File: config.mk
export PLATFORM = sky130hd
export DESIGN_NAME = spm_top
export DESIGN_NICKNAME = d
export VERILOG_FILES = /design/src/verilog/spm_top.v
export VERILOG_INCLUDE_DIRS = /design/src /design/src/verilog
export SDC_FILE = /design/constraint.sdc
export NUM_CORES = 1
export LEC_CHECK = 0
export BUFFER_PORTS_ARGS = -buffer_cell sky130_fd_sc_hd__buf_4
export CAP_MARGIN = 15
export CORE_ASPECT_RATIO = 1.5
export CORE_MARGIN = 10
export CORE_UTILIZATION = 26
export DETAILED_ROUTE_END_ITERATION = 6
export PLACE_DENSITY_LB_ADDON = 0.25
export REMOVE_ABC_BUFFERS = 1
export SLEW_MARGIN = 20
export SYNTH_ARGS = -nofsm -noshare
export SYNTH_HDL_FRONTEND = slang
export SYNTH_HIERARCHICAL = 1
export SYNTH_SLANG_ARGS = --single-unit
File: constraint.sdc
create_clock -name i_clk -period 5.64 [get_ports i_clk]
set_clock_uncertainty 0.2 [all_clocks]
set_input_delay 0.846 -clock i_clk [delete_from_list [all_inputs] [get_ports i_clk]]
set_output_delay 0.846 -clock i_clk [all_outputs]
set_load 0.005 [all_outputs]
File: src/verilog/spm_defs.vh
`ifndef SPM_DEFS_VH
`define SPM_DEFS_VH
// register offsets (byte addresses)
`define SPM_A_CTRL    8'h00
`define SPM_A_WAIT    8'h04
`define SPM_A_XCHR    8'h08
`define SPM_A_TXD     8'h0c
`define SPM_A_RXD     8'h10
`define SPM_A_STAT    8'h14
// control fields
`define SPM_F_BAUD    3:0
`define SPM_F_PAR     6:4
`define SPM_B_STOP2   7
`define SPM_F_FLOW    9:8
`define SPM_CTRL_RST  10'h005
// wait time and flow characters
`define SPM_WAIT_RST  16'h03e8
`define SPM_XON_RST   8'h11
`define SPM_XOFF_RST  8'h13
// parity modes
`define SPM_PAR_NONE  3'h0
`define SPM_PAR_EVEN  3'h1
`define SPM_PAR_ODD   3'h2
`define SPM_PAR_MARK  3'h3
`define SPM_PAR_SPACE 3'h4
// flow control modes
`define SPM_FL_NONE   2'h0
`define SPM_FL_HWSW   2'h1
`define SPM_FL_HWON   2'h2
`define SPM_FL_SOFT   2'h3
// status bits
`define SPM_S_TXEMP   0
`define SPM_S_TXFULL  1
`define SPM_S_RXAV    2
`define SPM_S_BUSY    3
`define SPM_S_XOFF    4
`define SPM_S_ABORT   5
`define SPM_S_OVF     6
`define SPM_S_PERR    7
`define SPM_S_FERR    8
// timing and fifo size
`define SPM_CLK_HZ    100000000
`define SPM_CLK_NS    10
`define SPM_MS_NS     1000000
`define SPM_MS_CYC    (`SPM_MS_NS / `SPM_CLK_NS)
`define SPM_FIFO_W    8
`define SPM_FIFO_D    16
`define SPM_FIFO_AW   4
`endif

File: src/verilog/spm_top.v
// The address-and-strobe port and the placing of the registers were decided locally.
`timescale 1ns/1ns
`include "spm_defs.vh"
// Behaviour
// [RL1] baud rates 300 to 115200 selectable, 9600 after reset
// [RL2] parity none, even, odd, mark or space; none after reset
// [RL3] one or two stop bits; one after reset
// [RL4] wait time in milliseconds, 0 to 65535
// [RL5] wait time expiry aborts transmission and reports an error
// [RL6] flow control only on RS-232; RS-485 sends without flow control
// [RL7] hardware flow picks RTS always on or RTS switched
// [RL8] switched: raise RTS to send, send only while CTS active
// [RL9] switched: resume on CTS, abort with error after wait time
// [RL10] always on: RTS stays asserted continuously
// [RL11] remote sender must not overrun our receive buffer; nothing throttles the sender, and a full buffer drops the character (RL19)
// [RL12] DTR asserted in either hardware flow mode
// [RL13] hardware flow: DSR checked only at start of a send
// [RL14] software flow: stop on XOFF, resume on XON
// [RL15] no XON within wait time aborts with error
// [RL16] XON and XOFF characters configurable
// [RL17] software flow needs full duplex link
// [RL18] runtime settings override defaults and are lost at reset
// [RL19] character arriving with receive buffer full is dropped, sticky flag set

//==================================================
// fifo
module spm_fifo #(
	parameter W  = `SPM_FIFO_W,
	parameter D  = `SPM_FIFO_D,
	parameter AW = `SPM_FIFO_AW
) (
	input  wire         i_clk,
	input  wire         i_rst,
	input  wire         i_flush,
	input  wire         i_wr_valid,
	output wire         o_wr_ready,
	input  wire [W-1:0] i_wr_data,
	output wire         o_rd_valid,
	input  wire         i_rd_ready,
	output wire [W-1:0] o_rd_data
);
	reg [W-1:0]  mem [0:D-1];
	reg [AW-1:0] wp_reg;
	reg [AW-1:0] rp_reg;
	reg [AW:0]   cnt_reg;
	wire         push;
	wire         pop;

	assign o_wr_ready = (cnt_reg != D[AW:0]);
	assign o_rd_valid = (cnt_reg != {(AW+1){1'b0}});
	assign o_rd_data  = mem[rp_reg];
	assign push       = i_wr_valid & o_wr_ready;
	assign pop        = i_rd_ready & o_rd_valid;

	always @(posedge i_clk) begin
		if (push)
			mem[wp_reg] <= i_wr_data;
	end

	always @(posedge i_clk) begin
		if (i_rst | i_flush) begin
			wp_reg  <= {AW{1'b0}};
			rp_reg  <= {AW{1'b0}};
			cnt_reg <= {(AW+1){1'b0}};
		end else begin
			if (push)
				wp_reg <= wp_reg + 1'b1;
			if (pop)
				rp_reg <= rp_reg + 1'b1;
			if (push & ~pop)
				cnt_reg <= cnt_reg + 1'b1;
			else if (pop & ~push)
				cnt_reg <= cnt_reg - 1'b1;
		end
	end
endmodule // spm_fifo

//==================================================
// serial port
module spm_top #(
	parameter P_CLK_HZ    = `SPM_CLK_HZ,
	parameter P_MS_CYCLES = `SPM_MS_CYC
) (
	input  wire        i_clk,
	input  wire        i_rst,
	input  wire [7:0]  i_addr,
	input  wire [31:0] i_wdata,
	input  wire        i_wr,
	input  wire        i_rd,
	output reg  [31:0] o_rdata,
	input  wire        i_rs485,
	input  wire        i_rxd,
	input  wire        i_cts,
	input  wire        i_dsr,
	output reg         o_txd,
	output reg         o_rts,
	output reg         o_dtr
);
	localparam T_IDLE  = 3'h0;
	localparam T_GATE  = 3'h1;
	localparam T_START = 3'h2;
	localparam T_DATA  = 3'h3;
	localparam T_PAR   = 3'h4;
	localparam T_STOP  = 3'h5;
	localparam R_IDLE  = 3'h0;
	localparam R_START = 3'h1;
	localparam R_DATA  = 3'h2;
	localparam R_PAR   = 3'h3;
	localparam R_STOP  = 3'h4;

	reg [9:0]  ctrl_reg;
	reg [15:0] wait_reg;
	reg [7:0]  xon_reg;
	reg [7:0]  xoff_reg;
	reg        xhold_reg;
	reg        abort_reg;
	reg        ovf_reg;
	reg        perr_reg;
	reg        ferr_reg;
	reg [2:0]  ts_reg;
	reg [19:0] tcnt_reg;
	reg [2:0]  tbit_reg;
	reg [7:0]  tsh_reg;
	reg        tpar_reg;
	reg        tstp_reg;
	reg [31:0] mspre_reg;
	reg [15:0] ms_reg;
	reg [2:0]  rs_reg;
	reg [19:0] rcnt_reg;
	reg [2:0]  rbit_reg;
	reg [7:0]  rsh_reg;
	reg        rpush_reg;
	reg [7:0]  rbyte_reg;

	// bit period in clocks for a rate selection
	function [19:0] f_div;
		input [3:0] s;
		integer r;
		begin
			case (s)
			4'h0:    r = P_CLK_HZ / 300;
			4'h1:    r = P_CLK_HZ / 600;
			4'h2:    r = P_CLK_HZ / 1200;
			4'h3:    r = P_CLK_HZ / 2400;
			4'h4:    r = P_CLK_HZ / 4800;
			4'h6:    r = P_CLK_HZ / 19200;
			4'h7:    r = P_CLK_HZ / 28400;
			4'h8:    r = P_CLK_HZ / 57600;
			4'h9:    r = P_CLK_HZ / 76800;
			4'ha:    r = P_CLK_HZ / 115200;
			default: r = P_CLK_HZ / 9600;
			endcase
			f_div = r[19:0];
		end
	endfunction

	// parity bit to send or expect
	function f_par;
		input [2:0] m;
		input [7:0] d;
		begin
			case (m)
			`SPM_PAR_EVEN: f_par = ^d;
			`SPM_PAR_ODD:  f_par = ~^d;
			`SPM_PAR_MARK: f_par = 1'b1;
			default:       f_par = 1'b0;
			endcase
		end
	endfunction

	//==================================================
	// effective settings
	wire [19:0] div     = f_div(ctrl_reg[`SPM_F_BAUD]); // RL1
	wire [2:0]  pmode   = ctrl_reg[`SPM_F_PAR];
	wire        par_on  = (pmode != `SPM_PAR_NONE);
	wire [1:0]  flow    = i_rs485 ? `SPM_FL_NONE : ctrl_reg[`SPM_F_FLOW]; // RL6
	wire        hw      = (flow == `SPM_FL_HWSW) | (flow == `SPM_FL_HWON);
	wire        sw      = (flow == `SPM_FL_SOFT);
	wire        ttick   = (tcnt_reg == div - 20'h1);
	wire        rfull   = (rcnt_reg == div - 20'h1);
	wire        rhalf   = (rcnt_reg == {1'b0, div[19:1]});

	//==================================================
	// fifos
	wire        reg_wr_tx = i_wr & (i_addr == `SPM_A_TXD);
	wire        reg_rd_rx = i_rd & (i_addr == `SPM_A_RXD);
	wire        tx_ready;
	wire        tx_valid;
	wire [7:0]  tx_data;
	wire        rx_ready;
	wire        rx_valid;
	wire [7:0]  rx_data;
	wire        t_go;
	wire        t_abort;

	spm_fifo #(.W(`SPM_FIFO_W), .D(`SPM_FIFO_D), .AW(`SPM_FIFO_AW)) u_txf (
		.i_clk      (i_clk),
		.i_rst      (i_rst),
		.i_flush    (t_abort),
		.i_wr_valid (reg_wr_tx),
		.o_wr_ready (tx_ready),
		.i_wr_data  (i_wdata[7:0]),
		.o_rd_valid (tx_valid),
		.i_rd_ready (t_go),
		.o_rd_data  (tx_data)
	);

	spm_fifo #(.W(`SPM_FIFO_W), .D(`SPM_FIFO_D), .AW(`SPM_FIFO_AW)) u_rxf (
		.i_clk      (i_clk),
		.i_rst      (i_rst),
		.i_flush    (1'b0),
		.i_wr_valid (rpush_reg),
		.o_wr_ready (rx_ready),
		.i_wr_data  (rbyte_reg),
		.o_rd_valid (rx_valid),
		.i_rd_ready (reg_rd_rx),
		.o_rd_data  (rx_data)
	);

	//==================================================
	// transmit permission and wait timer
	wire t_ok    = (flow == `SPM_FL_HWSW) ? i_cts : (sw ? ~xhold_reg : 1'b1); // RL8 RL14
	wire t_block = (ts_reg == T_GATE) & tx_valid & ~t_ok;
	assign t_go    = (ts_reg == T_GATE) & tx_valid & t_ok;
	assign t_abort = t_block & (ms_reg >= wait_reg); // RL5 RL9 RL15

	always @(posedge i_clk) begin
		if (i_rst | ~t_block) begin
			mspre_reg <= 32'h0;
			ms_reg    <= 16'h0;
		end else if (mspre_reg == P_MS_CYCLES - 1) begin
			mspre_reg <= 32'h0;
			if (ms_reg != 16'hffff)
				ms_reg <= ms_reg + 16'h1; // RL4
		end else begin
			mspre_reg <= mspre_reg + 32'h1;
		end
	end

	//==================================================
	// transmitter
	always @(posedge i_clk) begin
		if (i_rst) begin
			ts_reg   <= T_IDLE;
			tcnt_reg <= 20'h0;
			tbit_reg <= 3'h0;
			tsh_reg  <= 8'h0;
			tpar_reg <= 1'b0;
			tstp_reg <= 1'b0;
			o_txd    <= 1'b1;
		end else begin
			tcnt_reg <= ttick ? 20'h0 : tcnt_reg + 20'h1;
			case (ts_reg)
			T_IDLE: begin
				if (tx_valid & (~hw | i_dsr)) // RL13
					ts_reg <= T_GATE;
			end
			T_GATE: begin
				if (!tx_valid | t_abort) begin
					ts_reg <= T_IDLE;
				end else if (t_ok) begin
					ts_reg   <= T_START;
					tsh_reg  <= tx_data;
					tpar_reg <= f_par(pmode, tx_data); // RL2
					tcnt_reg <= 20'h0;
					o_txd    <= 1'b0;
				end
			end
			T_START: begin
				if (ttick) begin
					ts_reg   <= T_DATA;
					tbit_reg <= 3'h0;
					o_txd    <= tsh_reg[0];
				end
			end
			T_DATA: begin
				if (ttick) begin
					tsh_reg  <= {1'b0, tsh_reg[7:1]};
					tbit_reg <= tbit_reg + 3'h1;
					if (tbit_reg == 3'h7) begin
						ts_reg   <= par_on ? T_PAR : T_STOP;
						o_txd    <= par_on ? tpar_reg : 1'b1;
						tstp_reg <= 1'b0;
					end else begin
						o_txd <= tsh_reg[1];
					end
				end
			end
			T_PAR: begin
				if (ttick) begin
					ts_reg <= T_STOP;
					o_txd  <= 1'b1;
				end
			end
			T_STOP: begin
				if (ttick) begin
					if (ctrl_reg[`SPM_B_STOP2] & ~tstp_reg) // RL3
						tstp_reg <= 1'b1;
					else
						ts_reg <= T_GATE;
				end
			end
			default: ts_reg <= T_IDLE;
			endcase
		end
	end

	//==================================================
	// modem control lines
	always @(posedge i_clk) begin
		if (i_rst) begin
			o_rts <= 1'b0;
			o_dtr <= 1'b0;
		end else begin
			o_dtr <= hw; // RL12
			if (flow == `SPM_FL_HWON)
				o_rts <= 1'b1; // RL10
			else if (flow == `SPM_FL_HWSW)
				o_rts <= (ts_reg != T_IDLE) & ~t_abort & ~((ts_reg == T_GATE) & ~tx_valid); // RL7 RL8
			else
				o_rts <= 1'b0;
		end
	end

	//==================================================
	// receiver
	always @(posedge i_clk) begin
		if (i_rst) begin
			rs_reg    <= R_IDLE;
			rcnt_reg  <= 20'h0;
			rbit_reg  <= 3'h0;
			rsh_reg   <= 8'h0;
			rpush_reg <= 1'b0;
			rbyte_reg <= 8'h0;
		end else begin
			rpush_reg <= 1'b0;
			rcnt_reg  <= rfull ? 20'h0 : rcnt_reg + 20'h1;
			case (rs_reg)
			R_IDLE: begin
				rcnt_reg <= 20'h0;
				if (!i_rxd)
					rs_reg <= R_START;
			end
			R_START: begin
				if (rhalf) begin
					rcnt_reg <= 20'h0;
					rbit_reg <= 3'h0;
					rs_reg   <= i_rxd ? R_IDLE : R_DATA;
				end
			end
			R_DATA: begin
				if (rfull) begin
					rsh_reg  <= {i_rxd, rsh_reg[7:1]};
					rbit_reg <= rbit_reg + 3'h1;
					if (rbit_reg == 3'h7)
						rs_reg <= par_on ? R_PAR : R_STOP;
				end
			end
			R_PAR: begin
				if (rfull)
					rs_reg <= R_STOP;
			end
			R_STOP: begin
				if (rfull) begin
					rs_reg <= R_IDLE;
					if (i_rxd & ~(sw & ((rsh_reg == xon_reg) | (rsh_reg == xoff_reg)))) begin
						rpush_reg <= 1'b1;
						rbyte_reg <= rsh_reg;
					end
				end
			end
			default: rs_reg <= R_IDLE;
			endcase
		end
	end

	wire r_par_bad  = (rs_reg == R_PAR) & rfull & (i_rxd != f_par(pmode, rsh_reg));
	wire r_frm_bad  = (rs_reg == R_STOP) & rfull & ~i_rxd;
	wire r_xoff     = (rs_reg == R_STOP) & rfull & i_rxd & sw & (rsh_reg == xoff_reg); // RL17
	wire r_xon      = (rs_reg == R_STOP) & rfull & i_rxd & sw & (rsh_reg == xon_reg);
	wire r_ovf      = rpush_reg & ~rx_ready;
	wire stat_wr    = i_wr & (i_addr == `SPM_A_STAT);

	//==================================================
	// registers
	always @(posedge i_clk) begin
		if (i_rst) begin
			ctrl_reg  <= `SPM_CTRL_RST; // RL18
			wait_reg  <= `SPM_WAIT_RST;
			xon_reg   <= `SPM_XON_RST;
			xoff_reg  <= `SPM_XOFF_RST;
			xhold_reg <= 1'b0;
			abort_reg <= 1'b0;
			ovf_reg   <= 1'b0;
			perr_reg  <= 1'b0;
			ferr_reg  <= 1'b0;
			o_rdata   <= 32'h0;
		end else begin
			if (i_wr) begin
				case (i_addr)
				`SPM_A_CTRL: ctrl_reg <= i_wdata[9:0]; // RL18
				`SPM_A_WAIT: wait_reg <= i_wdata[15:0]; // RL4
				`SPM_A_XCHR: begin
					xon_reg  <= i_wdata[7:0]; // RL16
					xoff_reg <= i_wdata[15:8];
				end
				default: ;
				endcase
			end
			if (r_xoff)
				xhold_reg <= 1'b1; // RL14
			else if (r_xon | ~sw)
				xhold_reg <= 1'b0;
			abort_reg <= t_abort | (abort_reg & ~(stat_wr & i_wdata[`SPM_S_ABORT])); // RL5
			ovf_reg   <= r_ovf | (ovf_reg & ~(stat_wr & i_wdata[`SPM_S_OVF])); // RL19
			perr_reg  <= r_par_bad | (perr_reg & ~(stat_wr & i_wdata[`SPM_S_PERR]));
			ferr_reg  <= r_frm_bad | (ferr_reg & ~(stat_wr & i_wdata[`SPM_S_FERR]));
			o_rdata <= 32'h0;
			if (i_rd) begin
				case (i_addr)
				`SPM_A_CTRL: o_rdata <= {22'h0, ctrl_reg};
				`SPM_A_WAIT: o_rdata <= {16'h0, wait_reg};
				`SPM_A_XCHR: o_rdata <= {16'h0, xoff_reg, xon_reg};
				`SPM_A_RXD:  o_rdata <= {24'h0, rx_valid ? rx_data : 8'h0};
				`SPM_A_STAT: o_rdata <= {23'h0, ferr_reg, perr_reg, ovf_reg, abort_reg, xhold_reg,
					(ts_reg != T_IDLE), rx_valid, ~tx_ready, ~tx_valid};
				default:     o_rdata <= 32'h0;
				endcase
			end
		end
	end
endmodule // spm_top
# Word-level counts from Yosys, hierarchy flattened
# Memories as Yosys holds them, arrays and structs flattened. A register that Yosys moved wholly into a read port is not among the register bits.
# Cells that the tools add are included.
[word_totals]
reg_bits = 235
out_inout_bits = 35
n_memories = 3
romBits = 304
ram_bits = 256
word_cells = 289
inputBits = 48
[classes]
n_bitwise = 75
n_addsub = 15
reduce_logical = 37
muxes = 76
n_lt_le_gt_ge = 1
n_eq_ne = 49
[memory_table]
columns = ["memory", "words", "width", "read_ports", "rd_ports_with_merged_regs", "write_ports", "line_no", "source"]
rows = [
  ["(no name shown)", 16, 19, 1, 1, 0, "spm_top.v:140", "case (s)"],
  ["u_rxf.mem", 16, 8, 1, 1, 1, "spm_top.v:42", "reg [W-1:0] mem [0:D-1];"],
  ["u_txf.mem", 16, 8, 1, 1, 1, "spm_top.v:42", ""],
]
[ops]
columns = ["operator", "count"]
rows = [
  ["$mux W20", 6],
  ["$pmux W16 S5", 1],
  ["$mux W3", 20],
  ["$add A20 B1 Y20 const B", 2],
  ["$eq A20 B20 Y1", 2],
  ["$pmux W20 S2", 1],
  ["$and A1 B1 Y1", 39],
  ["$add A32 B1 Y32 const B", 1],
  ["$eq A32 B17 Y1 const B", 1],
  ["$mux W8", 4],
  ["$ne A2 B2 Y1 const B", 16],
  ["$not A1 Y1", 25],
  ["$mux W4", 6],
  ["$mux W1", 23],
  ["$eq A20 B19 Y1", 1],
  ["$mux W5", 4],
  ["$sub A20 B1 Y20 const B", 1],
  ["$eq A3 B2 Y1 const B", 6],
  ["$pmux W3 S6", 1],
  ["$add A16 B1 Y16 const B", 1],
  ["$add A4 B1 Y4 const B", 4],
  ["$eq A8 B4 Y1 const B", 2],
  ["$eq A8 B5 Y1 const B", 2],
  ["$eq A8 B8 Y1", 2],
  ["38 further kinds", 82],
]

# Depth between registers and ports, before layout
# Gate-level depths: netlist (run 1).
[depth]
word_depth = 12
depth_mapped = 15
mapped_depth_nobuf = 14

# Cells and area by module
# The synthesis (run 1) kept the hierarchy.
[modules_own_cells]
columns = ["module", "area_each_um2", "n_inst", "seq_area_each_um2", "cells_per_inst"]
rows = [
  ["spm_top", 11539.8, 1, 4244.1, 1403],
  ["spm_fifo", 5769.3, 2, 4184.0, 312],
]

# Least setup slack after synthesis (run 1)
# OpenSTA, ideal clock, no wires.
[synth_timing]
path_kind = "input -> register"
startpoint = "input port i_rs485"
endpoint = "register u_txf.cnt_reg[3]"
required_time_ps = 5313
slack_ps = 1435
setup_time_ps = 127
stages = 13
t_arrival_ps = 3878
path_buffers = 0
path_cell_list = "nand2b_1 inv_1 ha_1 mux2i_1 nor4_1 o21ai_4 ha_1 inv_1 ha_1 a21o_2 a21oi_1 nor4_1 or3_1"
[synth_via]
elab_chain_cells = 9
elab_cells_between_ends = 16
classes_between = "2 x eq/ne; 4 x mux; 9 x bitwise; 1 x reduce/logical"
[synth_lines]
columns = ["element", "line_no", "source"]
rows = [
  ["start: declaration", "spm_top.v:91", "input wire i_rs485,"],
  ["$mux W2 (*)", "spm_top.v:176", "wire [1:0] flow = i_rs485 ? `SPM_FL_NONE : ctrl_reg[`SPM_F_FLOW];"],
  ["$eq A2 B2 Y1 (no line)", "--", ""],
  ["$mux W1", "spm_top.v:222", "wire t_ok = (flow == `SPM_FL_HWSW) ? i_cts : (sw ? ~xhold_reg : 1'b1);"],
  ["$mux W1 (*)", "spm_top.v:222", ""],
  ["$and A1 B1 Y1 (*)", "spm_top.v:224", "assign t_go = (ts_reg == T_GATE) & tx_valid & t_ok;"],
  ["net t_go", "spm_top.v:193", "wire t_go;"],
  ["$and A1 B1 Y1 (*)", "spm_top.v:53", "assign pop = i_rd_ready & o_rd_valid;"],
  ["$not A1 Y1", "spm_top.v:70", "if (push & ~pop)"],
  ["$and A1 B1 Y1", "spm_top.v:70", ""],
  ["$mux W5 or $reduce_bool A2 Y1 (tied branches)", "--", ""],
  ["end signal: assignment", "spm_top.v:64", "cnt_reg <= {(AW+1){1'b0}};"],
  ["end signal: assignment", "spm_top.v:71", "cnt_reg <= cnt_reg + 1'b1;"],
  ["end signal: assignment", "spm_top.v:73", "cnt_reg <= cnt_reg - 1'b1;"],
  ["end: declaration", "spm_top.v:45", "reg [AW:0] cnt_reg;"],
]
# The timed path passes the listed nets; every way through them passes the cells marked *.
# A chain may end at the register's enable or synchronous reset.

# Worst setup path in the final report (run 1)
[layout_timing]
startpoint = "register div[0] (netlist name)"
endpoint = "register xhold_reg"
[layout_via]
elab_chain_cells = 8
elab_cells_between_ends = 10
classes_between = "1 x add/sub; 1 x eq/ne; 1 x mux; 6 x bitwise; 1 x reduce/logical"
[layout_lines]
columns = ["element", "line_no", "source"]
rows = [
  ["$sub A20 B1 Y20 (*)", "spm_top.v:180", "wire rfull = (rcnt_reg == div - 20'h1);"],
  ["$eq A20 B20 Y1 (*)", "spm_top.v:180", ""],
  ["$and A1 B1 Y1 (*) (3 in series)", "spm_top.v:379, spm_top.v:380", ""],
  ["$and A1 B1 Y1", "spm_top.v:380", "wire r_xon = (rs_reg == R_STOP) & rfull & i_rxd & sw & (rsh_reg == xon_reg);"],
  ["$or A1 B1 Y1", "spm_top.v:412", "else if (r_xon | ~sw)"],
  ["$reduce_bool A2 Y1 (no line)", "--", ""],
  ["end signal: assignment", "spm_top.v:392", "xhold_reg <= 1'b0;"],
  ["end signal: assignment", "spm_top.v:411", "xhold_reg <= 1'b1;"],
  ["end signal: assignment", "spm_top.v:413", "xhold_reg <= 1'b0;"],
  ["end: declaration", "spm_top.v:115", "reg xhold_reg;"],
]
# Mark *: on every way between the ends. The rest lies on a longest branch, timed or not.

==> flow_metrics.tcl, run 1 <==
set metrics [dict create \
    drv_slew 0 \
    drtAntennaViolNets 0 \
    drt-pass1-iter-count 5 \
    syn_avg_cell_area_um2 11.4 \
    drv_cap 0 \
    power_leakage_nw 8.50 \
    grt_max_degree 73 \
    place.gp.congestion 0.826 \
    postSynthCellCount 2027 \
    hp-class "flop to flop" \
    worst_pin_slew_ps 1060 \
    placed_area_mm2 0.0245 \
    gr-total-overflow 0 \
    wl_per_cell_um 18.3 \
    area_growth_syn_to_layout_pct 13.1 \
    cts_num_sinks 502 \
    holdPathStages 1 \
    drive_above_1_share_pct 12.5 \
    clk_latency_ps 600 \
    cts_resized 0 \
    synth_edf_count 256 \
    run_status "completed" \
    ys_seq_area_share_pct 54.6 \
    chipHeight_um 385 \
    finalSetupTns_ps 0 \
    h-tree-depth 2 \
    worstSetupStartpointType "flop" \
    max-vdd-ir-drop_mv 0.264 \
    yosysWarnings 6 \
    num_rows 133 \
    power_density_mw_per_mm2 277 \
    yosysUniqueCellTypes 82 \
    cp.arrival_ps 4660 \
    hp-start "mspre_reg[0]" \
    fin_area_mm2 0.0261 \
    num_vias 15200 \
    synthesis.area_mm2 0.0231 \
    period_minus_slack_ps 4430 \
    antenna_found_initial 0 \
    io_buffers 50 \
    clockRootBuffer "clkbuf_16" \
    multi_input_area_mm2 0.00969 \
    rsz0062_at_grt "no" \
    end_kind "flop" \
    worstSetupPathType "flop to flop" \
    placed_cells 3127 \
    cts_tree "done" \
    relSlewSlack_pct 29.0 \
    drt_iter0_markers 793 \
    grt_pass1_wl_um 91200 \
    nNetsFinal 2128 \
    timing.fmax_mhz 226 \
    r2r_cells 11 \
    chipWidth_um 263 \
    required_ps 5870 \
    postCtsHoldBufs 0 \
    seqCellArea_mm2 0.0126 \
    cts.clk_slew.worst_paths_ps 70 \
    dp_hpwl_um 42100 \
    hold_violations 0 \
    io_pins 83 \
    via_per_inst 4.74 \
    start_util_pct 26.3 \
    stdcell_count 3212 \
    fillers 9069 \
    startpoint "div[0]" \
    path_max_fanout 9 \
    grt_use_total_pct 11.3 \
    max-clock-path-buffers 3 \
    setup_viol 0 \
    synth-main-ff-cell "edfxtp_1" \
    synth.ff_latch_count 502 \
    rr_startpoint "div[0]" \
    wl_um 58800 \
    antennaDiodeCount 0 \
    dieArea_mm2 0.101 \
    route.detailed.drc 0 \
    grt_pass1_vias 15600 \
    core_area_mm2 0.0879 \
    post_cts_buffers 0 \
    cts_buffers 46 \
    ys_async_sr_fraction_pct 0 \
    layout_worst_path_cycle_share_pct 78.6 \
]
[cell families (layout without fill, tap and decap cells)]
kind of cell | count (synthesis) | in the layout | share of synthesized area [%]
mux | 110 | 110 | 8.25
simple gates | 705 | 705 | 15.4
other cells | 1 | 17 | 0.0162
flops | 502 | 502 | 54.6
buf+inv | 203 | 225 | 3.72
fa+ha+maj | 52 | 52 | 2.88
compound gates | 270 | 270 | 7.90
xor+xnor | 184 | 184 | 7.16
[where the power goes]
| part | switching [W] | internal, W | leakage [nW] | total [W] |
|---|---|---|---|---|
| sequential | 0.0000203 | 0.00382 | 4.01 | 0.00384 |
| clock | 0.00139 | 0.00188 | 0.771 | 0.00327 |
| combinational | 0.0000885 | 0.0000415 | 3.71 | 0.000130 |
| total | 0.00150 | 0.00574 | 8.50 | 0.00724 |
[worst max-delay path, cell delays in order (launching register included)]
cell and delay, ps:
dfxtp_1 420, inv_1 100, ha_1 330, nor3b_2 440, nand2_1 310, or4_1 620, and3_1 220, a211o_1 290
or4_1 780, o31a_1 380, a31oi_1 140, nor3b_1 70
[metal layers]
| metal | part of all wire, % | track usage, % | up-vias |
|---|---|---|---|
| li1 | - | - | 7266 |
| met1 | 40 | 12.5 | 7492 |
| met2 | 53 | 21.4 | 339 |
| met3 | 3.4 | 1.32 | 115 |
| met4 | 3.5 | 4.66 | 0 |
| met5 | 0 | 0 | - |
[path summary, 6_finish.rpt]
path / to / slack [ps]
setup / recovery: xhold_reg / 1210
hold / removal: mspre_reg[0] / 240
setup reg to reg: xhold_reg / 1210
hold reg to reg: mspre_reg[0] / 240
[metrics by stage]
stage	total power [W]	util (%)	setup slack (ps)	hold slack [ps]
floorplan	0.00397	-	834	213
global placement	0.00405	27.9	1250	226
detailed placement	0.00405	27.9	1210	231
CTS	0.00735	29.7	1190	241
global route	0.00750	29.7	1010	279
finish	0.00724	29.7	1210	239
[cell usage in the layout, fill, tap and decap left out, drive strengths merged, types with 20 or more instances in the layout]
cell type,netlist,final
inv,68,69
edfxtp,256,256
mux2i,45,45
nor3,24,24
xnor2,95,95
ha,50,50
clkbuf,91,61
mux4,64,64
and3,25,25
buf,43,71
nand2,150,150
a22oi,50,50
nand3,53,53
nor4,35,35
nor2,240,240
xor2,86,86
a21oi,83,83
nand4,29,29
and2,28,28
nor2b,20,20
o21ai,36,36
dfxtp,246,246
[final cells by class]
| type | instances | share of cell area [%] |
|---|---|---|
| multi-input cells | 1338 | 37.1 |
| repair buffers | 71 | 2.04 |
| flip-flops and latches | 502 | 48.3 |
| clock buffers | 61 | 4.89 |
| inverters | 69 | 0.992 |
| clock inverters | 24 | 1.16 |
| well taps | 1147 | 5.50 |
[Yosys cell counts (17+ instances only)]
master	instances	area, um2
nand3b_1	17	128
mux4_2	64	1440
dfxtp_1	246	4920
edfxtp_1	256	7690
and2_1	20	125
xor2_1	86	753
a211oi_1	17	128
nand4_1	28	175
nor2_1	240	901
clkbuf_1	91	342
nor2b_1	20	125
and3_1	25	156
buf_4	17	128
nor4_1	31	194
mux2i_1	45	450
nor3_1	22	110
nand2_1	148	556
a22oi_1	50	375
nand3_1	53	265
inv_1	66	248
buf_2	21	105
xnor2_1	95	832
a21oi_1	83	415
o21ai_0	32	160
ha_1	50	626
Note: power is estimated with default switching activity, not from simulation.
==> inputs of run 2 (changes only) <==
- ABC_AREA: unset -> 1
- clock period: 5.64 -> 3.74 ns (I/O delays scaled with it)
==> flow_metrics.tcl, run 2 <==
set metrics [dict create \
    run_status "completed" \
    rrSetupSlack_ps 440 \
    antenna_found_initial 2 \
    route.detailed.drc 0 \
    worstSetupStartpointType "flop" \
    wl_per_cell_um 16.5 \
    postSynthCellCount 3172 \
    chipWidth_um 274 \
    path_max_fanout 9 \
    area_growth_syn_to_layout_pct 14.0 \
    cts_num_sinks 502 \
    core_area_mm2 0.0960 \
    yosysUniqueCellTypes 56 \
    ys_async_sr_fraction_pct 0 \
    grt_use_total_pct 13.3 \
    drv_cap 0 \
    synthesis.area_mm2 0.0252 \
    synth.ff_latch_count 502 \
    layout_commonest_cell "nand2_1" \
    place.gp.congestion 0.928 \
    post_cts_buffers 0 \
    slowest_stage "dfxtp_1" \
    worst_pin_slew_ps 880 \
    cts_tree "done" \
    cpMostUsedCell "nand2_1" \
    rsz0062_at_grt "no" \
    critPathBufInv 3 \
    setup_viol 0 \
    via_per_inst 4.48 \
    relSlewSlack_pct 41.1 \
    finalSetupTns_ps 0 \
    grt_pass1_wl_um 115000 \
    synth-main-ff-cell "edfxtp_1" \
    clk_latency_ps 620 \
    syn_avg_cell_area_um2 7.96 \
    cts_buffers 49 \
    fillers 10400 \
    synth.top_cell.area_share_pct 30.5 \
    drt_iter0_markers 1234 \
    layout_worst_path_cycle_share_pct 88.3 \
    ys_seq_area_share_pct 50.0 \
    yosysWarnings 6 \
    cp_slowest_stage_delay_ps 400 \
    num_rows 139 \
    required_ps 4020 \
    start_util_pct 26.3 \
    gr-total-overflow 0 \
    yosysMostFrequentCell "nand2_1" \
    ys_top_cells_by_count "nand2_1, inv_1, nand3_1, nor2_1, edfxtp_1" \
    drive_above_1_share_pct 7.81 \
    period_minus_slack_ps 3300 \
    io_buffers 50 \
    cts.clk_slew.worst_paths_ps 70 \
    dieArea_mm2 0.110 \
    timing.fmax_mhz 303 \
    drt-pass1-iter-count 5 \
    clockRootBuffer "clkbuf_16" \
    path_cells "inv_2 -> ha_1 -> nand2_1 -> nand2_1 -> nand2_1 -> nand2_1 -> nand2_1 -> inv_1 -> nand3_1 -> nor3_1 -> nand3_2 -> clkinv_1 -> nand3_2 -> nand2_1 -> a21oi_1" \
    max-vdd-ir-drop_mv 0.273 \
    fin_area_mm2 0.0288 \
    cts_resized 0 \
    grt_pass1_vias 20100 \
    power_leakage_nw 11.8 \
    chipHeight_um 402 \
    nNetsFinal 3338 \
    synth.area.top_cells "edfxtp_1, dfxtp_1, nand2_1" \
    end_kind "flop" \
    synth_edf_count 256 \
    placed_area_mm2 0.0271 \
    yosysTopAreaCell "edfxtp_1" \
    io_pins 83 \
    worstSetupPathType "flop to flop" \
    dp_hpwl_um 54900 \
    grt_max_degree 65 \
    drtAntennaViolNets 0 \
    final_util_pct 30.0 \
    num_vias 20400 \
    mostFrequentLayoutCells "nand2_1, inv_1, nand3_1" \
    hp-class "primary input to flop" \
    cpLargestDelayFamily "simple AND/OR/NAND/NOR gates" \
    drv_slew 0 \
    cp.arrival_ps 3580 \
    h-tree-depth 2 \
    wl_um 75000 \
    hold_violations 0 \
    max-clock-path-buffers 3 \
    power_density_mw_per_mm2 407 \
]
run 2: through the flow:
step,power (W),worst slack [ps],std cells,hold WS (ps)
2_1_floorplan,0.00640,272,3077,230
3_3_place_gp,0.00668,103,4449,247
3_5_place_dp,0.00668,102,4449,252
4_1_cts,0.0119,428,4547,18.5
5_1_grt,0.0122,164,4547,55.2
6_report,0.0117,439,4548,63.3
run 2: worst min-delay path, cell delays in order:
cell	delay, ps
buf_4	140
nand2_1	60
o211ai_1	70
run 2: kinds of logic (layout without fill, tap and decap cells):
kind of cell	count (synthesis)	count (layout)	share of synthesized area, %
compound gates	302	302	6.76
flops	502	502	50.0
fa+ha+maj	52	52	2.64
simple gates	1639	1639	28.3
buf+inv	607	697	9.93
xor+xnor	69	69	2.39
other cells	1	18	0.0149
run 2: power breakdown:
| group | internal, W | switching [W] | leakage, nW |
|---|---|---|---|
| combinational | 0.000220 | 0.000489 | 6.91 |
| clock | 0.00289 | 0.00227 | 0.812 |
| sequential | 0.00580 | 0.0000534 | 4.05 |
| total | 0.00891 | 0.00282 | 11.8 |
run 2: worst paths after layout:
kind / depth (start not counted) / from / to
hold / removal: 3 / i_wdata[9] / wait_reg[9]
hold reg to reg: 2 / tstp_reg / tstp_reg
setup / recovery: 15 / div[0] / rbyte_reg[3]
setup reg to reg: 15 / div[0] / rbyte_reg[3]
run 2: repair_timing:
action | CTS | global route
setup endpoints to repair | 0 | 0
hold endpoints to repair | 7 | 0
hold buffers | 7 | 0
run 2: final cells by class:
| class | instances | area, um2 | area share (%) |
|---|---|---|---|
| flip-flops and latches | 502 | 12600 | 43.8 |
| repair buffers | 110 | 868 | 3.02 |
| clock buffers | 59 | 1320 | 4.57 |
| inverters | 496 | 1860 | 6.47 |
| multi-input cells | 2079 | 10200 | 35.4 |
| diodes | 1 | 2.50 | 0.00869 |
| well taps | 1269 | 1590 | 5.52 |
| clock inverters | 32 | 344 | 1.20 |
run 2: layer usage:
| layer | up-vias | global-route usage (%) | wire length (um) |
|---|---|---|---|
| li1 | 10400 | - | - |
| met1 | 9486 | 14.5 | 29700 |
| met2 | 361 | 25.3 | 39800 |
| met3 | 127 | 1.86 | 2830 |
| met4 | 4 | 4.96 | 2620 |
| met5 | - | 0 | 23 |
